**config.mk**
```make
export PLATFORM = sky130hd
export DESIGN_NAME = reload_capture_timer16
export DESIGN_NICKNAME = d
export VERILOG_FILES = /design/src/hdl/reload_capture_timer16_pkg.sv /design/src/hdl/reload_capture_timer16.sv
export VERILOG_INCLUDE_DIRS = /design/src /design/src/hdl
export SDC_FILE = /design/constraint.sdc
export NUM_CORES = 1
export LEC_CHECK = 0
export BUFFER_PORTS_ARGS = -buffer_cell sky130_fd_sc_hd__buf_2
export CELL_PAD_IN_SITES_DETAIL_PLACEMENT = 0
export CELL_PAD_IN_SITES_GLOBAL_PLACEMENT = 1
export CORE_MARGIN = 8
export CORE_UTILIZATION = 45
export DETAILED_ROUTE_END_ITERATION = 12
export PLACE_DENSITY_LB_ADDON = 0.1
export SYNTH_ARGS = -nofsm -noshare
export SYNTH_HDL_FRONTEND = slang
export SYNTH_SLANG_ARGS = --single-unit
```
**constraint.sdc**
```tcl
create_clock -name i_mclk -period 3.84 [get_ports i_mclk]
set_input_delay 0 -clock i_mclk [delete_from_list [all_inputs] [get_ports i_mclk]]
set_output_delay 0 -clock i_mclk [all_outputs]
set_load 0.05 [all_outputs]
```
**src/hdl/reload_capture_timer16_consts.svh**
```systemverilog
// register offsets, field positions, reset values and phase timing of the timer
// Operation
// overflow flag set on each overflow, never while any baud select is 1
// external event flag set by enabled trigger capture or reload; software clears
// receive baud select 1 routes our overflows to serial receive clock, else other timer
// transmit baud select 1 routes our overflows to serial transmit clock, else other timer
// trigger edge acts only when enabled and not in baud mode
// counting happens only while run control is 1
// count source 0 counts machine cycles, 1 counts count-pin falling edges
// capture select 1 captures on trigger; 0 reloads on overflow and trigger
// any baud select forces auto-reload on overflow, ignoring capture select
// reset clears the whole control register
// mode register holds only down count enable in bit 0, reset 0
// up-only reload mode counts to FFFF, sets overflow flag, loads reload pair
// up-only reload mode with trigger reloads on trigger edge and sets event flag
// interrupt from either flag when enabled; event flag excluded in up/down mode
// down-enabled with trigger pin high counts up; FFFF overflow reloads pair
// down-enabled with trigger pin low counts down; at reload value loads FFFF
// up/down mode toggles event flag on overflow and underflow, no interrupt
// trigger pin sampled at sample phase, step applied at next update phase
// capture mode without trigger is plain 16-bit timer setting overflow flag
// capture with trigger copies count into reload pair and sets event flag
// baud mode whenever either baud source select is 1
// timer function advances once per 12-clock machine cycle
// count pin sampled each machine cycle; high then low counts once
// external source holds each count level at least one machine cycle
// capture mode count wraps from all ones to zero without reload
`ifndef RELOAD_CAPTURE_TIMER16_CONSTS_SVH
`define RELOAD_CAPTURE_TIMER16_CONSTS_SVH

// register indices; byte address is four times the index
`define IDX_CTRL      8'hC8
`define IDX_MODE      8'hC9
`define IDX_RC_LOW    8'hCA
`define IDX_RC_HIGH   8'hCB
`define IDX_CNT_LOW   8'hCC
`define IDX_CNT_HIGH  8'hCD
`define IDX_IRQ_EN    8'hCE

`define CTRL_RESET    8'h00
`define MODE_DOWN_EN_BIT 0
`define IRQ_EN_BIT    0
`define CNT_MAX       16'hFFFF

// machine cycle of 12 clocks; pin sample phase and count update phase
`define MC_CLOCKS     12
`define MC_LAST       4'hB
`define PH_SAMPLE     4'h9
`define PH_UPDATE     4'h4

`endif

```
**src/hdl/reload_capture_timer16_pkg.sv**
```systemverilog
// types shared by the reload/capture timer
package reload_capture_timer16_pkg;

  typedef enum logic {BUS_IDLE, BUS_DONE} bus_state_t;

  typedef struct packed {
    logic        read;
    logic        write;
    logic [9:0]  address;
    logic [31:0] writedata;
    logic [3:0]  byteenable;
  } avmm_req_t;

  typedef struct packed {
    logic overflow_flag;
    logic external_event_flag;
    logic rx_baud_source_sel;
    logic tx_baud_source_sel;
    logic ext_trigger_enable;
    logic run_control;
    logic count_source_sel;
    logic capture_reload_sel;
  } timer_control_t;

  typedef struct packed {
    bus_state_t     bus;
    logic [7:0]     rdata;
    timer_control_t ctrl;
    logic           down_count_enable;
    logic           irq_enable;
    logic [15:0]    cnt;
    logic [15:0]    rc;
    logic [3:0]     phase;
    logic           cnt_smp;
    logic           trg_smp;
    logic           pend_inc;
    logic           pend_dir;
    logic           pend_trig;
    logic           rx_tick;
    logic           tx_tick;
  } timer_state_t;

endpackage

```
**src/hdl/reload_capture_timer16.sv**
```systemverilog
// 16-bit reload/capture timer with baud clock outputs and an Avalon-MM register slave
`timescale 1ns/1ps
`include "reload_capture_timer16_consts.svh"

module reload_capture_timer16 (
  // clock and reset
  input  wire logic                                i_mclk,
  input  wire logic                                i_reset_n,
  // register bus
  input  wire reload_capture_timer16_pkg::avmm_req_t i_avs,
  output logic [31:0]                              o_avs_readdata,
  output logic                                     o_avs_waitrequest,
  // external pins
  input  wire logic                                i_count_input_pin,
  input  wire logic                                i_trigger_direction_pin,
  // serial port clocking
  input  wire logic                                i_other_timer_ovf,
  output logic                                     o_rx_baud_tick,
  output logic                                     o_tx_baud_tick,
  // interrupt request
  output logic                                     o_irq
);
  import reload_capture_timer16_pkg::*;

  timer_state_t st_ff;
  timer_state_t nxt_st;

  logic       baud_mode;
  logic       upd;
  logic       sw_wr;
  logic [7:0] idx;
  logic [7:0] wbyte;
  logic       trig_ok;
  logic       ovf_ev;
  logic       tf_set;
  logic       exf_set;
  logic       exf_tgl;

  assign idx       = i_avs.address[9:2];
  assign wbyte     = i_avs.writedata[7:0];
  assign baud_mode = st_ff.ctrl.rx_baud_source_sel | st_ff.ctrl.tx_baud_source_sel;
  assign upd       = (st_ff.phase == `PH_UPDATE);
  assign sw_wr     = (st_ff.bus == BUS_DONE) & i_avs.write & i_avs.byteenable[0];
  assign trig_ok   = st_ff.pend_trig & st_ff.ctrl.ext_trigger_enable & ~baud_mode;

  ////////////////////////////////////////////////////////////////////////////////
  // outputs
  assign o_avs_readdata    = {24'h000000, st_ff.rdata};
  assign o_avs_waitrequest = (i_avs.read | i_avs.write) & (st_ff.bus == BUS_IDLE);
  assign o_rx_baud_tick    = st_ff.rx_tick;
  assign o_tx_baud_tick    = st_ff.tx_tick;
  // event flag never interrupts in up/down mode
  assign o_irq = st_ff.irq_enable & (st_ff.ctrl.overflow_flag |
                 (st_ff.ctrl.external_event_flag & ~st_ff.down_count_enable));

  ////////////////////////////////////////////////////////////////////////////////
  // next state
  always_comb begin
    nxt_st  = st_ff;
    ovf_ev  = 1'b0;
    tf_set  = 1'b0;
    exf_set = 1'b0;
    exf_tgl = 1'b0;

    // machine cycle phase counter
    if (st_ff.phase == `MC_LAST) begin
      nxt_st.phase = 4'h0;
    end else begin
      nxt_st.phase = st_ff.phase + 4'h1;
    end

    // pins sampled once per machine cycle; the step lands in the next cycle
    if (st_ff.phase == `PH_SAMPLE) begin
      nxt_st.cnt_smp   = i_count_input_pin;
      nxt_st.trg_smp   = i_trigger_direction_pin;
      nxt_st.pend_dir  = i_trigger_direction_pin;
      nxt_st.pend_trig = st_ff.trg_smp & ~i_trigger_direction_pin;
      if (st_ff.ctrl.count_source_sel) begin
        nxt_st.pend_inc = st_ff.ctrl.run_control & st_ff.cnt_smp & ~i_count_input_pin;
      end else begin
        nxt_st.pend_inc = st_ff.ctrl.run_control;
      end
    end

    // count update at the update phase
    if (upd) begin
      if (baud_mode) begin
        if (st_ff.pend_inc) begin
          if (st_ff.cnt == `CNT_MAX) begin
            nxt_st.cnt = st_ff.rc;
            ovf_ev     = 1'b1;
          end else begin
            nxt_st.cnt = st_ff.cnt + 16'h0001;
          end
        end
      end else if (st_ff.ctrl.capture_reload_sel) begin
        if (st_ff.pend_inc) begin
          nxt_st.cnt = st_ff.cnt + 16'h0001;
          if (st_ff.cnt == `CNT_MAX) begin
            ovf_ev = 1'b1;
            tf_set = 1'b1;
          end
        end
        if (trig_ok) begin
          nxt_st.rc = st_ff.cnt;
          exf_set   = 1'b1;
        end
      end else if (st_ff.down_count_enable) begin
        if (st_ff.pend_inc) begin
          if (st_ff.pend_dir) begin
            if (st_ff.cnt == `CNT_MAX) begin
              nxt_st.cnt = st_ff.rc;
              ovf_ev     = 1'b1;
              tf_set     = 1'b1;
              exf_tgl    = 1'b1;
            end else begin
              nxt_st.cnt = st_ff.cnt + 16'h0001;
            end
          end else if (st_ff.cnt == st_ff.rc) begin
            nxt_st.cnt = `CNT_MAX;
            ovf_ev     = 1'b1;
            tf_set     = 1'b1;
            exf_tgl    = 1'b1;
          end else begin
            nxt_st.cnt = st_ff.cnt - 16'h0001;
          end
        end
      end else begin
        if (st_ff.pend_inc) begin
          if (st_ff.cnt == `CNT_MAX) begin
            nxt_st.cnt = st_ff.rc;
            ovf_ev     = 1'b1;
            tf_set     = 1'b1;
          end else begin
            nxt_st.cnt = st_ff.cnt + 16'h0001;
          end
        end
        if (trig_ok) begin
          nxt_st.cnt = st_ff.rc;
          exf_set    = 1'b1;
        end
      end
    end

    // serial clock selection
    nxt_st.rx_tick = st_ff.ctrl.rx_baud_source_sel ? ovf_ev : i_other_timer_ovf;
    nxt_st.tx_tick = st_ff.ctrl.tx_baud_source_sel ? ovf_ev : i_other_timer_ovf;

    // bus slave: one wait cycle, then the access completes
    case (st_ff.bus)
      BUS_IDLE: begin
        if (i_avs.read | i_avs.write) begin
          nxt_st.bus = BUS_DONE;
          case (idx)
            `IDX_CTRL:     nxt_st.rdata = st_ff.ctrl;
            `IDX_MODE:     nxt_st.rdata = {7'h00, st_ff.down_count_enable};
            `IDX_RC_LOW:   nxt_st.rdata = st_ff.rc[7:0];
            `IDX_RC_HIGH:  nxt_st.rdata = st_ff.rc[15:8];
            `IDX_CNT_LOW:  nxt_st.rdata = st_ff.cnt[7:0];
            `IDX_CNT_HIGH: nxt_st.rdata = st_ff.cnt[15:8];
            `IDX_IRQ_EN:   nxt_st.rdata = {7'h00, st_ff.irq_enable};
            default:       nxt_st.rdata = 8'h00;
          endcase
        end
      end
      BUS_DONE: begin
        nxt_st.bus = BUS_IDLE;
      end
      default: begin
        nxt_st.bus = BUS_IDLE;
      end
    endcase

    // software writes; data registers take the software value
    if (sw_wr) begin
      case (idx)
        `IDX_CTRL:     nxt_st.ctrl = wbyte;
        `IDX_MODE:     nxt_st.down_count_enable = wbyte[`MODE_DOWN_EN_BIT];
        `IDX_RC_LOW:   nxt_st.rc[7:0] = wbyte;
        `IDX_RC_HIGH:  nxt_st.rc[15:8] = wbyte;
        `IDX_CNT_LOW:  nxt_st.cnt[7:0] = wbyte;
        `IDX_CNT_HIGH: nxt_st.cnt[15:8] = wbyte;
        `IDX_IRQ_EN:   nxt_st.irq_enable = wbyte[`IRQ_EN_BIT];
        default:       nxt_st.rdata = st_ff.rdata;
      endcase
    end

    // hardware flag events win over a software clear
    if (tf_set & ~baud_mode) begin
      nxt_st.ctrl.overflow_flag = 1'b1;
    end
    if (exf_set) begin
      nxt_st.ctrl.external_event_flag = 1'b1;
    end else if (exf_tgl) begin
      nxt_st.ctrl.external_event_flag = ~st_ff.ctrl.external_event_flag;
    end
  end

  ////////////////////////////////////////////////////////////////////////////////
  // state register
  always_ff @(posedge i_mclk or negedge i_reset_n) begin
    if (!i_reset_n) begin
      st_ff                   <= '0;
      st_ff.bus               <= BUS_IDLE;
      st_ff.ctrl              <= `CTRL_RESET;
      st_ff.down_count_enable <= 1'b0;
    end else begin
      st_ff <= nxt_st;
    end
  end

  logic quiet;
  assign quiet = ~sw_wr;
endmodule

```
# Word-level counts from Yosys, hierarchy flattened
# Index checks and enable logic that the tools add are counted.
[word_totals] ff_bits=61 in_bits=53 out_inout_bits=36 wordCells=121
[op_classes] add_sub_neg=3 n_eq_ne=13 muxes=54 bitwise=20 n_reduce_logical=10
[ops] cell="2-to-1 mux 16 bit" count=13
[ops] cell="== test 8 bit, second input constant" count=7
[ops] cell="2-to-1 mux 8 bit" count=7
[ops] cell="case mux 8 bit (7 select lines)" count=1
[ops] cell="2-to-1 mux 50 bit" count=1
[ops] cell="2-to-1 mux 32 bit" count=1
[ops] cell="2-to-1 mux 1 bit" count=28
[ops] cell="adder 16 x 1 -> 16 bit, second input constant" count=1
[ops] cell="== test 16 bit" count=1
[ops] cell="== test 16 bit, second input constant" count=1
[ops] cell="subtractor 16 x 1 -> 16 bit, second input constant" count=1
[ops] cell="AND 1 bit" count=11
[ops] cell="AND reduction 2 bit" count=5
[ops] cell="2-to-1 mux 9 bit" count=1
[ops] cell="== test 4 bit, second input constant" count=2
[ops] cell="OR reduction 7 bit" count=1
[ops] cell="inverter 1 bit" count=6
[ops] cell="nonzero test 3 bit" count=2
[ops] cell="adder 4 x 1 -> 4 bit, second input constant" count=1
[ops] cell="== test 4 x 3 -> 1 bit, second input constant" count=1
[ops] cell="2-to-1 mux 4 bit" count=1
[ops] cell="nonzero test 2 bit" count=2
[ops] cell="bitwise OR 1 bit" count=3
[ops] cell="!= test 2 bit, second input constant" count=1
[ops] cell="case mux 1 bit (2 select lines)" count=1

# Depth between registers and ports, before layout
# Gate-level depths: netlist of the first run.
[logic_depth] depth_word=12 mapped_depth=10

# Least setup slack after synthesis of the first run
# OpenSTA, ideal clock, no wires.
[synth_path] path_kind="flip-flop to flip-flop" from="register st_ff[27] in the netlist's numbering" to="register st_ff[51] in the netlist's numbering" setup_time_ns=0.126 arrival_ns=2.251 t_required_ns=3.714 slack_ns=1.462 path_stages_with_launch=9 synth_period_minus_slack_ns=2.378 cell_sequence="dfrtp_1 ha_1 buf_4 nand4_4 or4_1 buf_2 and2_4 or4_4 a311o_1"
[synth_via] elab_chain_cells=10
[synth_lines] element="from (decl)" line="reload_capture_timer16.sv:25" rtl="timer_state_t st_ff;"
[synth_lines] element="from (signal assigned)" line="reload_capture_timer16.sv:208" rtl="st_ff <= nxt_st;"
[synth_lines] element="== test 16 bit (on tied branches)"
[synth_lines] element="2-to-1 mux 1 bit (on tied branches)" line="reload_capture_timer16.sv:119, reload_capture_timer16.sv:111"
[synth_lines] element="2-to-1 mux 1 bit (*)" line="reload_capture_timer16.sv:110" rtl="if (st_ff.pend_dir) begin"
[synth_lines] element="2-to-1 mux 1 bit (*)" line="reload_capture_timer16.sv:109" rtl="if (st_ff.pend_inc) begin"
[synth_lines] element="2-to-1 mux 1 bit (*)" line="reload_capture_timer16.sv:108" rtl="end else if (st_ff.down_count_enable) begin"
[synth_lines] element="2-to-1 mux 1 bit (*)" line="reload_capture_timer16.sv:96" rtl="end else if (st_ff.ctrl.capture_reload_sel) begin"
[synth_lines] element="2-to-1 mux 1 bit (*)" line="reload_capture_timer16.sv:87" rtl="if (baud_mode) begin"
[synth_lines] element="2-to-1 mux 1 bit (*)" line="reload_capture_timer16.sv:86" rtl="if (upd) begin"
[synth_lines] element="nonzero test 3 bit (no source line) / 2-to-1 mux 1 bit (equally long branches)"
[synth_lines] element="AND reduction 2 bit (no source line) / 2-to-1 mux 1 bit (equally long branches)"
# Every way passes the cells marked *; elsewhere a longest branch is shown, timed or not.
# A chain may end at the register's enable or synchronous reset.

==> metrics.csv, run 1 <==
stage;metric;value;unit
setup_path;worstRegToRegCells;8;
cts;cts_buffers;9;
setup_path;cp_cell_sequence;ha_1 > nand4_4 > or4_1 > buf_4 > and4_1 > a211o_1 > o221ai_1 > a32oi_1;
synth;seq_area_frac_synth;26.0;%
route;drtIter0Drc;875;
setup_path;startpoint_type;flip-flop;
finish;fin_cells;960;
synth;synth_cells;777;
synth;ys.flop_type;dfrtp_1;
setup_path;critPathKind;reg2reg;
sta;min_period_over_period;87.0;%
finish;drive_above_1_share;14.2;%
worst_hold_path;min_from;i_avs[8];
synth;yosys_warnings;0;
route;first_pass_iters;9;
synth;synth_common_cells;67 x nand2_1, 61 x dfrtp_1, 58 x a21oi_1, 56 x o21ai_0, 51 x nor2_1;
cts;cts-root-buf;clkbuf_16;
finish;fin_area;0.00647;mm^2
cts;cts.repair.resized;0;
sta;finalSetupViolations;0;
route;wl_met3;3.06;mm
synth;ys_ff_latch;61;
route;vias_per_cell;6.79;
synth;synth_top_family_by_area;compound AO/OA/AOI/OAI gates;
setup_path;critPathRequiredTime;4.05;ns
synth;async_reset_ff_share;100;%
setup_path;rr_endpoint;st_ff[34];
global_route;grt_max_degree;43;
synth;synth-simple-area-share;24.6;%
place;gp_congestion;0.996;
route;wl_met1;9.67;mm
global_route;antenna_found_initial;0;
finish;num-nets-final;841;
flow_run;cap_violations;0;
sta;finClkSkew;0.0101;ns
route;drc;0;
power;vdd_drop_max;0.409;mV
synth;ys_types;70;
sta;period_minus_slack;3.34;ns
route;wl_per_cell;25.5;um
sta;slew_violations;0;
setup_path;cp_max_fo;12;
synth;synthMuxAreaShare;4.45;%
synth;synth_edf_count;0;
die;die_area;0.0170;mm^2
sta;final-hold-violation-count;0;
die;std_cell_rows;41;
worst_hold_path;min_to;st_ff[23];
synth;yosysMostFrequentCell;nand2_1;
route;routed_wl;24.4;mm
cts;clock_sinks;61;
route;vias;6520;
cts;clk_pin_slew_worst_paths;0.06;ns
sta;whs;0.0195;ns
cts;cts_tree;yes;
synth;synth_compound_area_share;28.6;%
die;pin_count;89;
global_route;overflow;0;
cts;clock_latency;0.35;ns
setup_path;cp.arrival;3.56;ns
synth;yosys.area.top_type;dfrtp_1;
synth;yosys.area.top_type_share;26.0;%
die;die_h;130;um
cts;htreeDepth;3;
place;dpl_cell_area;0.00608;mm^2
sta;rsz0062_at_grt;no;
route;wl_met2;10.6;mm
synth;synth.avg_cell_area;7.57;um^2
route;ant_nets;0;
place;dpl.hpwl;17.0;mm
setup_path;timing.rr.start;st_ff[28];
place;numPortBuffers;35;
die;initial_utilization;46.4;%
power;p_per_area;332;mW/mm^2
worst_hold_path;hold_path_depth;3;
synth;synthesis.area;0.00588;mm^2
synth;synth_area_leaders;dfrtp_1 26%, a21oi_1 4.9%, buf_4 4.9%;
setup_path;r2r_slack;0.50;ns
setup_path;cpPeakStageDelay;0.89;ns
outcome;outcome;complete, no violations;
sta;worstMarginPinSlew;0.920;ns
global_route;grt_pass1_wl;37.4;mm
place;place_inst;938;
die;chipWidth;130;um
sta;slew-limit-headroom;38.4;%
setup_path;end_kind;flip-flop;
worst_hold_path;hp-class;in2reg;
finish;insertedDiodeCount;0;
global_route;grt_pass1_vias;6283;
power;p_leak;2.56;nW
sta;maxClockFrequency;299;MHz
global_route;grt_usage;29.5;%
setup_path;crit_path_top_delay_cell;or4_1;
sta;timing.setup.tns;0;ns
synth;synth-adder-area-share;1.06;%
die;core_area;0.0127;mm^2
synth;synth_xor_area_share;4.47;%
cts;cts.path.max_buffers;2;
route;highest_layer;met4;
finish;syn2layout_area_growth;9.96;%
==> layout by cell type, fill, tap and decap left out, types with 12 or more instances in the layout <==
cell      n
nand2_1  67
inv_1    21
a21oi_1  58
xor2_1   22
mux2i_1  16
dfrtp_1  61
nor2_1   51
o21ai_0  56
and3_1   12
nand3_1  31
conb_1   24
a31oi_1  23
nor3_1   26
nand4_1  15
nor4_1   16
buf_2    35
buf_4    37
==> critical path, delay by kind of cell (launching register included) <==
kind                       cells  cell delay, ns
adders and majority gates      1            0.48
AOI/OAI and AO/OA              3            0.52
buffers and inverters          1            0.30
DFF                            1            0.60
and+or+nand+nor                3            1.30
==> cell type report <==
class / count / area (um^2)
fillers: 1274 / 6200
multi-input cells: 612 / 3810
flip-flops and latches: 61 / 1530
repair buffers: 78 / 513
clock buffers: 10 / 229
well taps: 172 / 215
clock inverters: 6 / 95.1
inverters: 21 / 78.8
==> routing by layer <==
layer	global-route usage [%]	vias up
li1	-	2871
met3	9.67	95
met4	14.0	0
met5	0	-
met1	38.4	3075
met2	43.2	479
==> worst max-delay path by stage <==
stage / from / endpoint / slack (ns)
4_1_cts: st_ff[28] / st_ff[51] / 0.58
6_report: st_ff[28] / st_ff[34] / 0.50
5_1_grt: st_ff[28] / st_ff[27] / 0.30
3_3_place_gp: st_ff[28] / st_ff[51] / 0.65
3_5_place_dp: st_ff[28] / st_ff[51] / 0.61
2_1_floorplan: st_ff[27] / st_ff[51] / 1.46
==> power breakdown <==
part	total [mW]	switching (mW)	internal (mW)
logic	0.503	0.347	0.156
clock network	0.913	0.339	0.574
registers	0.731	0.0593	0.671
total	2.15	0.745	1.40
==> cell families (layout without fill, tap and decap cells) <==
| logic type | count (synthesis) | after routing |
|---|---|---|
| buffers and inverters | 127 | 115 |
| XOR/XNOR | 30 | 30 |
| flip-flops | 61 | 61 |
| adder cells (fa/ha/maj) | 5 | 5 |
| AO/OA/AOI/OAI | 253 | 253 |
| AND/OR/NAND/NOR | 275 | 275 |
| multiplexers | 25 | 25 |
| other | 1 | 24 |
==> what timing repair did <==
action	in CTS	in global routing
hold buffers	6	0
buffers inserted	0	0
hold endpoints to repair	35	0
==> flip-flops by register name, summed over array words and instances (netlist names) <==
| name | cells |
|---|---|
| o_rx_baud_tick | 1 |
| o_avs_readdata | 8 |
| o_tx_baud_tick | 1 |
| st_ff | 51 |
==> metrics by stage <==
| stage | worst slack [ns] | utilization, % | total power [mW] |
|---|---|---|---|
| after floorplan | 1.46 | - | 1.08 |
| after global placement | 0.646 | 48.0 | 1.21 |
| after detailed placement | 0.607 | 48.0 | 1.22 |
| after CTS | 0.580 | 51.0 | 2.14 |
| after global routing | 0.302 | 51.0 | 2.22 |
| final | 0.499 | 51.0 | 2.15 |
Note: power is estimated with default switching activity, not from simulation.
==> inputs of run 2 (changes only) <==
--- a/config.mk
+++ b/config.mk
@@ -10,7 +10,7 @@
 export CELL_PAD_IN_SITES_DETAIL_PLACEMENT = 0
 export CELL_PAD_IN_SITES_GLOBAL_PLACEMENT = 1
 export CORE_MARGIN = 8
-export CORE_UTILIZATION = 45
+export CORE_UTILIZATION = 43
 export DETAILED_ROUTE_END_ITERATION = 12
 export PLACE_DENSITY_LB_ADDON = 0.1
 export SYNTH_ARGS = -nofsm -noshare
==> constraint.sdc (replaced) <==
create_clock -name i_mclk -period 3.51 [get_ports i_mclk]
set_input_delay 0 -clock i_mclk [delete_from_list [all_inputs] [get_ports i_mclk]]
set_output_delay 0 -clock i_mclk [all_outputs]
set_load 0.05 [all_outputs]
==> run 2 against run 1 <==
  * Die area up 4.1%
  * Flip-flop and latch count is the same
  * Largest power group unchanged
  * First-iteration DRC count shrank 1.8%
  * Sequential share of layout area down 0.31 points
  * Non-clock buffer count is 12 higher
  * Power increased by 7.9%
  * Sequential power rose by 9.8%
  * Fmax increased by 9.1%
  * Combinational power is 11% higher
  * Final area up 1.3%
  * Critical path type unchanged
==> metrics.csv, run 2 (synthesis results as in run 1) <==
stage;metric;value;unit;change
finish;mostFrequentLayoutCell;nand2_1;;
finish;max_flop_register;st_ff;;
die;die_area;0.0177;mm^2;+4.1%
global_route;grt_max_degree;38;;-12%
power;vdd_drop_max;0.248;mV;-39%
setup_path;cpPeakStageDelay;0.71;ns;-0.18 ns
worst_hold_path;hp-class;in2reg;;
power;p_leak;2.61;nW;+1.7%
route;drc;0;;unchanged
place;gp_congestion;0.992;;-0.38%
finish;most-common-layout-cells;67 x nand2_1, 61 x dfrtp_1, 58 x a21oi_1, 56 x o21ai_0, 51 x nor2_1;;
global_route;antenna_found_initial;0;;unchanged
cts;cts-root-buf;clkbuf_16;;
global_route;overflow;0;;unchanged
finish;largest_reg_flops;51;;unchanged
sta;finClkSkew;0.00722;ns;-0.00289 ns
global_route;grt_usage;28.0;%;-1.5 points
cts;cts_buffers;9;;unchanged
sta;min_period_over_period;87.2;%;+0.23 points
route;vias_per_cell;6.83;;+0.52%
outcome;outcome;complete, no violations;;
die;chipWidth;133;um;+2.0%
power;p_per_area;353;mW/mm^2;+6.5%
sta;period_minus_slack;3.06;ns;-0.279 ns
sta;timing.setup.tns;0;ns;unchanged
sta;rsz0062_at_grt;no;;
global_route;grt_use_met1;36.7;%;-1.6 points
sta;finalSetupViolations;0;;unchanged
finish;fin_area;0.00655;mm^2;+1.3%
die;core_area;0.0133;mm^2;+4.9%
die;die_h;133;um;+2.0%
cts;cts.repair.resized;0;;unchanged
finish;insertedDiodeCount;0;;unchanged
global_route;grt.busiest_layer;met2;;
setup_path;cp.arrival;3.29;ns;-0.27 ns
setup_path;startpoint_type;flip-flop;;
setup_path;critPathRequiredTime;3.73;ns;-0.32 ns
global_route;grt_pass1_wl;38.3;mm;+2.3%
die;initial_utilization;44.2;%;-2.2 points
cts;clock_sinks;61;;unchanged
place;dpl.hpwl;17.7;mm;+4.1%
sta;final-hold-violation-count;0;;unchanged
power;p_total;2.32;mW;+7.9%
flow_run;cap_violations;0;;unchanged
route;ant_nets;0;;unchanged
route;first_pass_iters;6;;-3
cts;clock_latency;0.35;ns;about the same
finish;num-nets-final;853;;+1.4%
global_route;use_met3;7.83;%;-1.8 points
die;pin_count;89;;unchanged
cts;cts.path.max_buffers;2;;unchanged
route;vias;6663;;+2.2%
cts;cts_tree;yes;;
route;wl_per_cell;25.5;um;+0.21%
cts;clk_pin_slew_worst_paths;0.06;ns;about the same
setup_path;r2r_slack;0.45;ns;-0.05 ns
finish;post-route-util;49.3;%;-1.7 points
sta;slew-limit-headroom;37.6;%;-0.83 points
place;numPortBuffers;35;;unchanged
finish;drive_above_1_share;15.4;%;+1.2 points
sta;maxClockFrequency;327;MHz;+9.1%
setup_path;end_kind;flip-flop;;
sta;slew_violations;0;;unchanged
finish;syn2layout_area_growth;11.4;%;
sta;worstMarginPinSlew;0.936;ns;+0.0152 ns
setup_path;crit_path_top_delay_cell;or4_1;;
setup_path;cp_max_fo;10;;-2
die;std_cell_rows;42;;+2.4%
cts;htreeDepth;3;;unchanged
global_route;grtUsageMet2;41.1;%;-2.1 points
setup_path;cp_cell_sequence;ha_1 > nand4_4 > or4_1 > buf_4 > nor2_1 > o211ai_1 > a2111oi_0 > nor3_1;;
setup_path;critPathKind;reg2reg;;
route;drtIter0Drc;859;;-1.8%
route;routed_wl;24.9;mm;+1.9%
place;dpl_cell_area;0.00616;mm^2;+1.3%
global_route;grt_pass1_vias;6411;;+2.0%
-- run 2: cell count changes in the layout (fill, tap and decap cells not counted) --
| cell | delta |
|---|---|
| clkbuf_8 | +1 |
| dlygate4sd3_1 | +2 |
| clkinv_4 | -1 |
| clkinvlp_4 | +2 |
| bufinv_16 | -1 |
| clkbuf_1 | -1 |
| buf_4 | +10 |
-- run 2: critical path: cells and delay by family (launching register included) --
kind | cells | cell delay, ns
AND/OR/NAND/NOR | 4 | 1.11
flip-flops | 1 | 0.59
AO/OA/AOI/OAI | 2 | 0.53
adder cells (fa/ha/maj) | 1 | 0.47
buffers and inverters | 1 | 0.25
-- run 2: per-stage QoR --
| step | setup WS [ns] | instances | hold slack, ns |
|---|---|---|---|
| 2_1_floorplan | 1.13 | 800 | -0.296 |
| 3_3_place_gp | 0.509 | 952 | 0.183 |
| 3_5_place_dp | 0.545 | 952 | 0.179 |
| 4_1_cts | 0.531 | 976 | 0.0141 |
| 5_1_grt | 0.238 | 976 | 0.0453 |
| 6_report | 0.448 | 976 | 0.0219 |
-- run 2: path summary, 6_finish.rpt --
kind / start / cells after the start / endpoint
max: st_ff[28] / 8 / st_ff[36]
min: i_avs[10] / 3 / st_ff[17]
max reg2reg: st_ff[28] / 8 / st_ff[36]
min reg2reg: o_avs_readdata[1] / 1 / o_avs_readdata[1]
max in group asynchronous: i_reset_n / 3 / st_ff[44]
min in group asynchronous: i_reset_n / 2 / st_ff[30]
-- run 2: final cells by class --
type	count	area (um^2)
multi-input cells	612	3810
well taps	176	220
repair buffers	90	608
clock buffers	10	239
inverters	21	78.8
clock inverters	6	71.3
flip-flops and latches	61	1530
fillers	1293	6740
-- run 2: routing by layer --
metal	vias to the layer above	wire, um	share of wire, %
met5	-	0	0
met4	0	1300	5.2
met3	107	2750	11
met2	487	10700	43
met1	3176	10200	41
li1	2893	-	-
-- run 2: power breakdown --
part           internal [mW]  leakage, nW  total [mW]  switching [mW]
logic                  0.172         1.74       0.556           0.384
registers              0.734        0.725       0.803          0.0688
clock network          0.574        0.145       0.957           0.383
total                   1.48         2.61        2.32           0.836
-- run 2: what timing repair did --
item	CTS	global route
setup buffers	0	0
hold buffers	8	0
endpoints found under the hold margin	48	0
==> inputs of run 3 (changes only) <==
--- a/config.mk
+++ b/config.mk
@@ -12,7 +12,8 @@
 export CORE_MARGIN = 8
 export CORE_UTILIZATION = 43
 export DETAILED_ROUTE_END_ITERATION = 12
-export PLACE_DENSITY_LB_ADDON = 0.1
+export GPL_TIMING_DRIVEN = 0
+export PLACE_DENSITY = 0.83
 export SYNTH_ARGS = -nofsm -noshare
 export SYNTH_HDL_FRONTEND = slang
 export SYNTH_SLANG_ARGS = --single-unit
==> constraint.sdc (replaced) <==
create_clock -name i_mclk -period 3.51 [get_ports i_mclk]
set_input_delay 0.702 -clock i_mclk [delete_from_list [all_inputs] [get_ports i_mclk]]
set_output_delay 0.702 -clock i_mclk [all_outputs]
set_load 0.05 [all_outputs]
==> run 3 against run 2 <==
  * The flow now finishes with violations (capacitance limit)
  * Global-route usage grew 3.7 points
  * Wire length grew 16%
  * Flip-flop and latch count unchanged
  * Die area unchanged
  * Clock skew grew 0.0021 ns
  * Final area is 2.1% higher
  * Register-to-register slack lost 0.06 ns
  * First-iteration DRC count increased by 35%
==> metrics.csv, run 3 (synthesis results as in run 1) <==
stage;metric;value;unit;change
sta;rsz0062_at_grt;no;;
setup_path;critPathLaunch;st_ff[27];;
sta;slew-limit-headroom;2.19;%;-35 points
global_route;grt_max_degree;62;;+63%
finish;syn2layout_area_growth;13.8;%;
cts;post_cts_buffers;0;;unchanged
setup_path;end_kind;flip-flop;;
die;chipWidth;133;um;unchanged
setup_path;startpoint_type;flip-flop;;
setup_path;critPathRequiredTime;3.77;ns;+0.04 ns
global_route;grt_usage;31.7;%;+3.7 points
worst_hold_path;hp-class;in2async;;
sta;finalSetupViolations;0;;unchanged
die;std_cell_rows;42;;unchanged
finish;insertedDiodeCount;0;;unchanged
finish;drive_above_1_share;14.9;%;-0.43 points
place;numPortBuffers;33;;-5.7%
setup_path;cp_top_family;simple AND/OR/NAND/NOR gates;;
die;die_area;0.0177;mm^2;unchanged
cts;htreeDepth;3;;unchanged
route;first_pass_iters;8;;+2
cts;cts-root-buf;clkbuf_16;;
setup_path;cp_cell_sequence;clkbuf_1 > inv_1 > ha_1 > nor3b_1 > and3_1 > a21oi_1 > o21ai_0 > o211ai_1 > a22oi_1;;
cts;clock_sinks;61;;unchanged
sta;whs;0.441;ns;+0.419 ns
sta;timing.setup.tns;0;ns;unchanged
global_route;grt_pass1_vias;6583;;+2.7%
setup_path;worstRegToRegCells;9;;+1
finish;final.fill_count;1338;;+3.5%
setup_path;cpPeakStageDelay;0.56;ns;-0.15 ns
setup_path;critical_path_depth;9;;+1
route;wl_per_cell;28.1;um;+10%
sta;worstMarginPinSlew;1.45;ns;+0.518 ns
global_route;grt_pass1_wl;42.4;mm;+11%
route;ant_nets;0;;unchanged
die;core_area;0.0133;mm^2;unchanged
die;die_h;133;um;unchanged
finish;max_flop_register;st_ff;;
sta;period_minus_slack;3.12;ns;+0.0577 ns
place;gp_congestion;1.01;;+1.9%
setup_path;cp.arrival;3.38;ns;+0.09 ns
cts;clk_pin_slew_worst_paths;0.06;ns;about the same
cts;cts.path.max_buffers;2;;unchanged
route;vias_per_cell;6.82;;-0.10%
route;drc;0;;unchanged
power;p_per_area;362;mW/mm^2;+2.5%
finish;largest_reg_flops;51;;unchanged
flow_run;cap_violations;1;;+1
sta;final-hold-violation-count;0;;unchanged
global_route;antenna_found_initial;0;;unchanged
power;vdd_drop_max;0.257;mV;+3.6%
setup_path;crit_path_top_delay_cell;nor3b_1;;
setup_path;critPathKind;reg2reg;;
cts;cts.repair.resized;0;;unchanged
setup_path;timing.rr.start;st_ff[27];;
route;drtIter0Drc;1159;;+35%
die;initial_utilization;44.2;%;unchanged
sta;min_period_over_period;88.9;%;+1.6 points
setup_path;cp_max_fo;10;;unchanged
setup_path;crit_buf_inv;2;;+1
sta;maxClockFrequency;321;MHz;-1.8%
sta;slew_violations;0;;unchanged
finish;num-nets-final;903;;+5.9%
place;dpl.hpwl;20.2;mm;+14%
route;vias;6997;;+5.0%
finish;mostFrequentLayoutCell;nand2_1;;
cts;cts_hold_buf;0;;-8
cts;cts_tree;yes;;
sta;finClkSkew;0.00927;ns;+0.00205 ns
cts;clock_latency;0.35;ns;about the same
outcome;outcome;complete, but fails checks;;
outcome;violations;capacitance limit;;
route;routed_wl;28.8;mm;+16%
finish;most-common-layout-cells;67 x nand2_1, 61 x dfrtp_1, 58 x a21oi_1, 56 x o21ai_0, 51 x nor2_1;;
die;pin_count;89;;unchanged
cts;cts_buffers;9;;unchanged
global_route;overflow;0;;unchanged
power;p_leak;2.69;nW;+3.2%
-- run 3: changes by cell type in the layout (fill, tap and decap cells not counted), sizes merged --
cell,previous run,this run
clkbuf,10,58
buf,82,92
dlygate4sd3,8,0
clkinvlp,2,0
bufinv,1,2
clkinv,2,3
-- run 3: power breakdown --
part / total [mW] / internal (mW) / switching (mW)
clock: 1.03 / 0.629 / 0.401
sequential: 0.775 / 0.734 / 0.0409
combinational: 0.619 / 0.178 / 0.440
-- run 3: area by class of cell --
cell class                      count  area, um^2  share of cell area (%)
Multi-Input combinational cell    612        3810                    56.9
Sequential cell                    61        1530                    22.8
Buffer                            106         559                    8.36
Clock buffer                       10         229                    3.42
Tap cell                          176         220                    3.29
Timing Repair Buffer               34         175                    2.62
Clock inverter                      6        95.1                    1.42
Inverter                           21        78.8                    1.18
-- run 3: path summary, 6_finish.rpt --
kind	endpoint	slack, ns
setup / recovery	st_ff[39]	0.39
hold / removal	st_ff[34]	0.44
setup reg to reg	st_ff[39]	0.39
hold reg to reg	o_avs_readdata[2]	0.49
max in group asynchronous	st_ff[21]	2.48
min in group i_mclk	o_avs_readdata[2]	0.49
-- run 3: stage by stage --
stage / setup WS, ns / std cells / util [%] / power [mW] / instance area (um^2)
2_1_floorplan: 1.13 / 800 / - / 1.18 / 5970
3_5_place_dp: 0.288 / 1010 / 47.9 / 1.37 / 6370
5_1_grt: 0.244 / 1026 / 50.3 / 2.49 / 6690
3_3_place_gp: 0.0520 / 1009 / 47.8 / 1.37 / 6350
6_report: 0.390 / 1026 / 50.3 / 2.42 / 6690
4_1_cts: 0.557 / 1026 / 50.3 / 2.40 / 6690
-- run 3: worst register-to-register path, stage by stage (launching register included) --
cell	delay, ns
dfrtp_1	0.38
clkbuf_1	0.33
inv_1	0.30
ha_1	0.25
nor3b_1	0.56
and3_1	0.46
a21oi_1	0.11
o21ai_0	0.27
o211ai_1	0.16
a22oi_1	0.22
-- run 3: per-layer routing --
layer | share of wire (%) | track usage [%] | wire length, um
met2 | 41 | 44.7 | 11800
met1 | 39 | 41.2 | 11300
met3 | 12 | 7.72 | 3590
met5 | 0 | 0 | 0
met4 | 7.3 | 23.5 | 2100
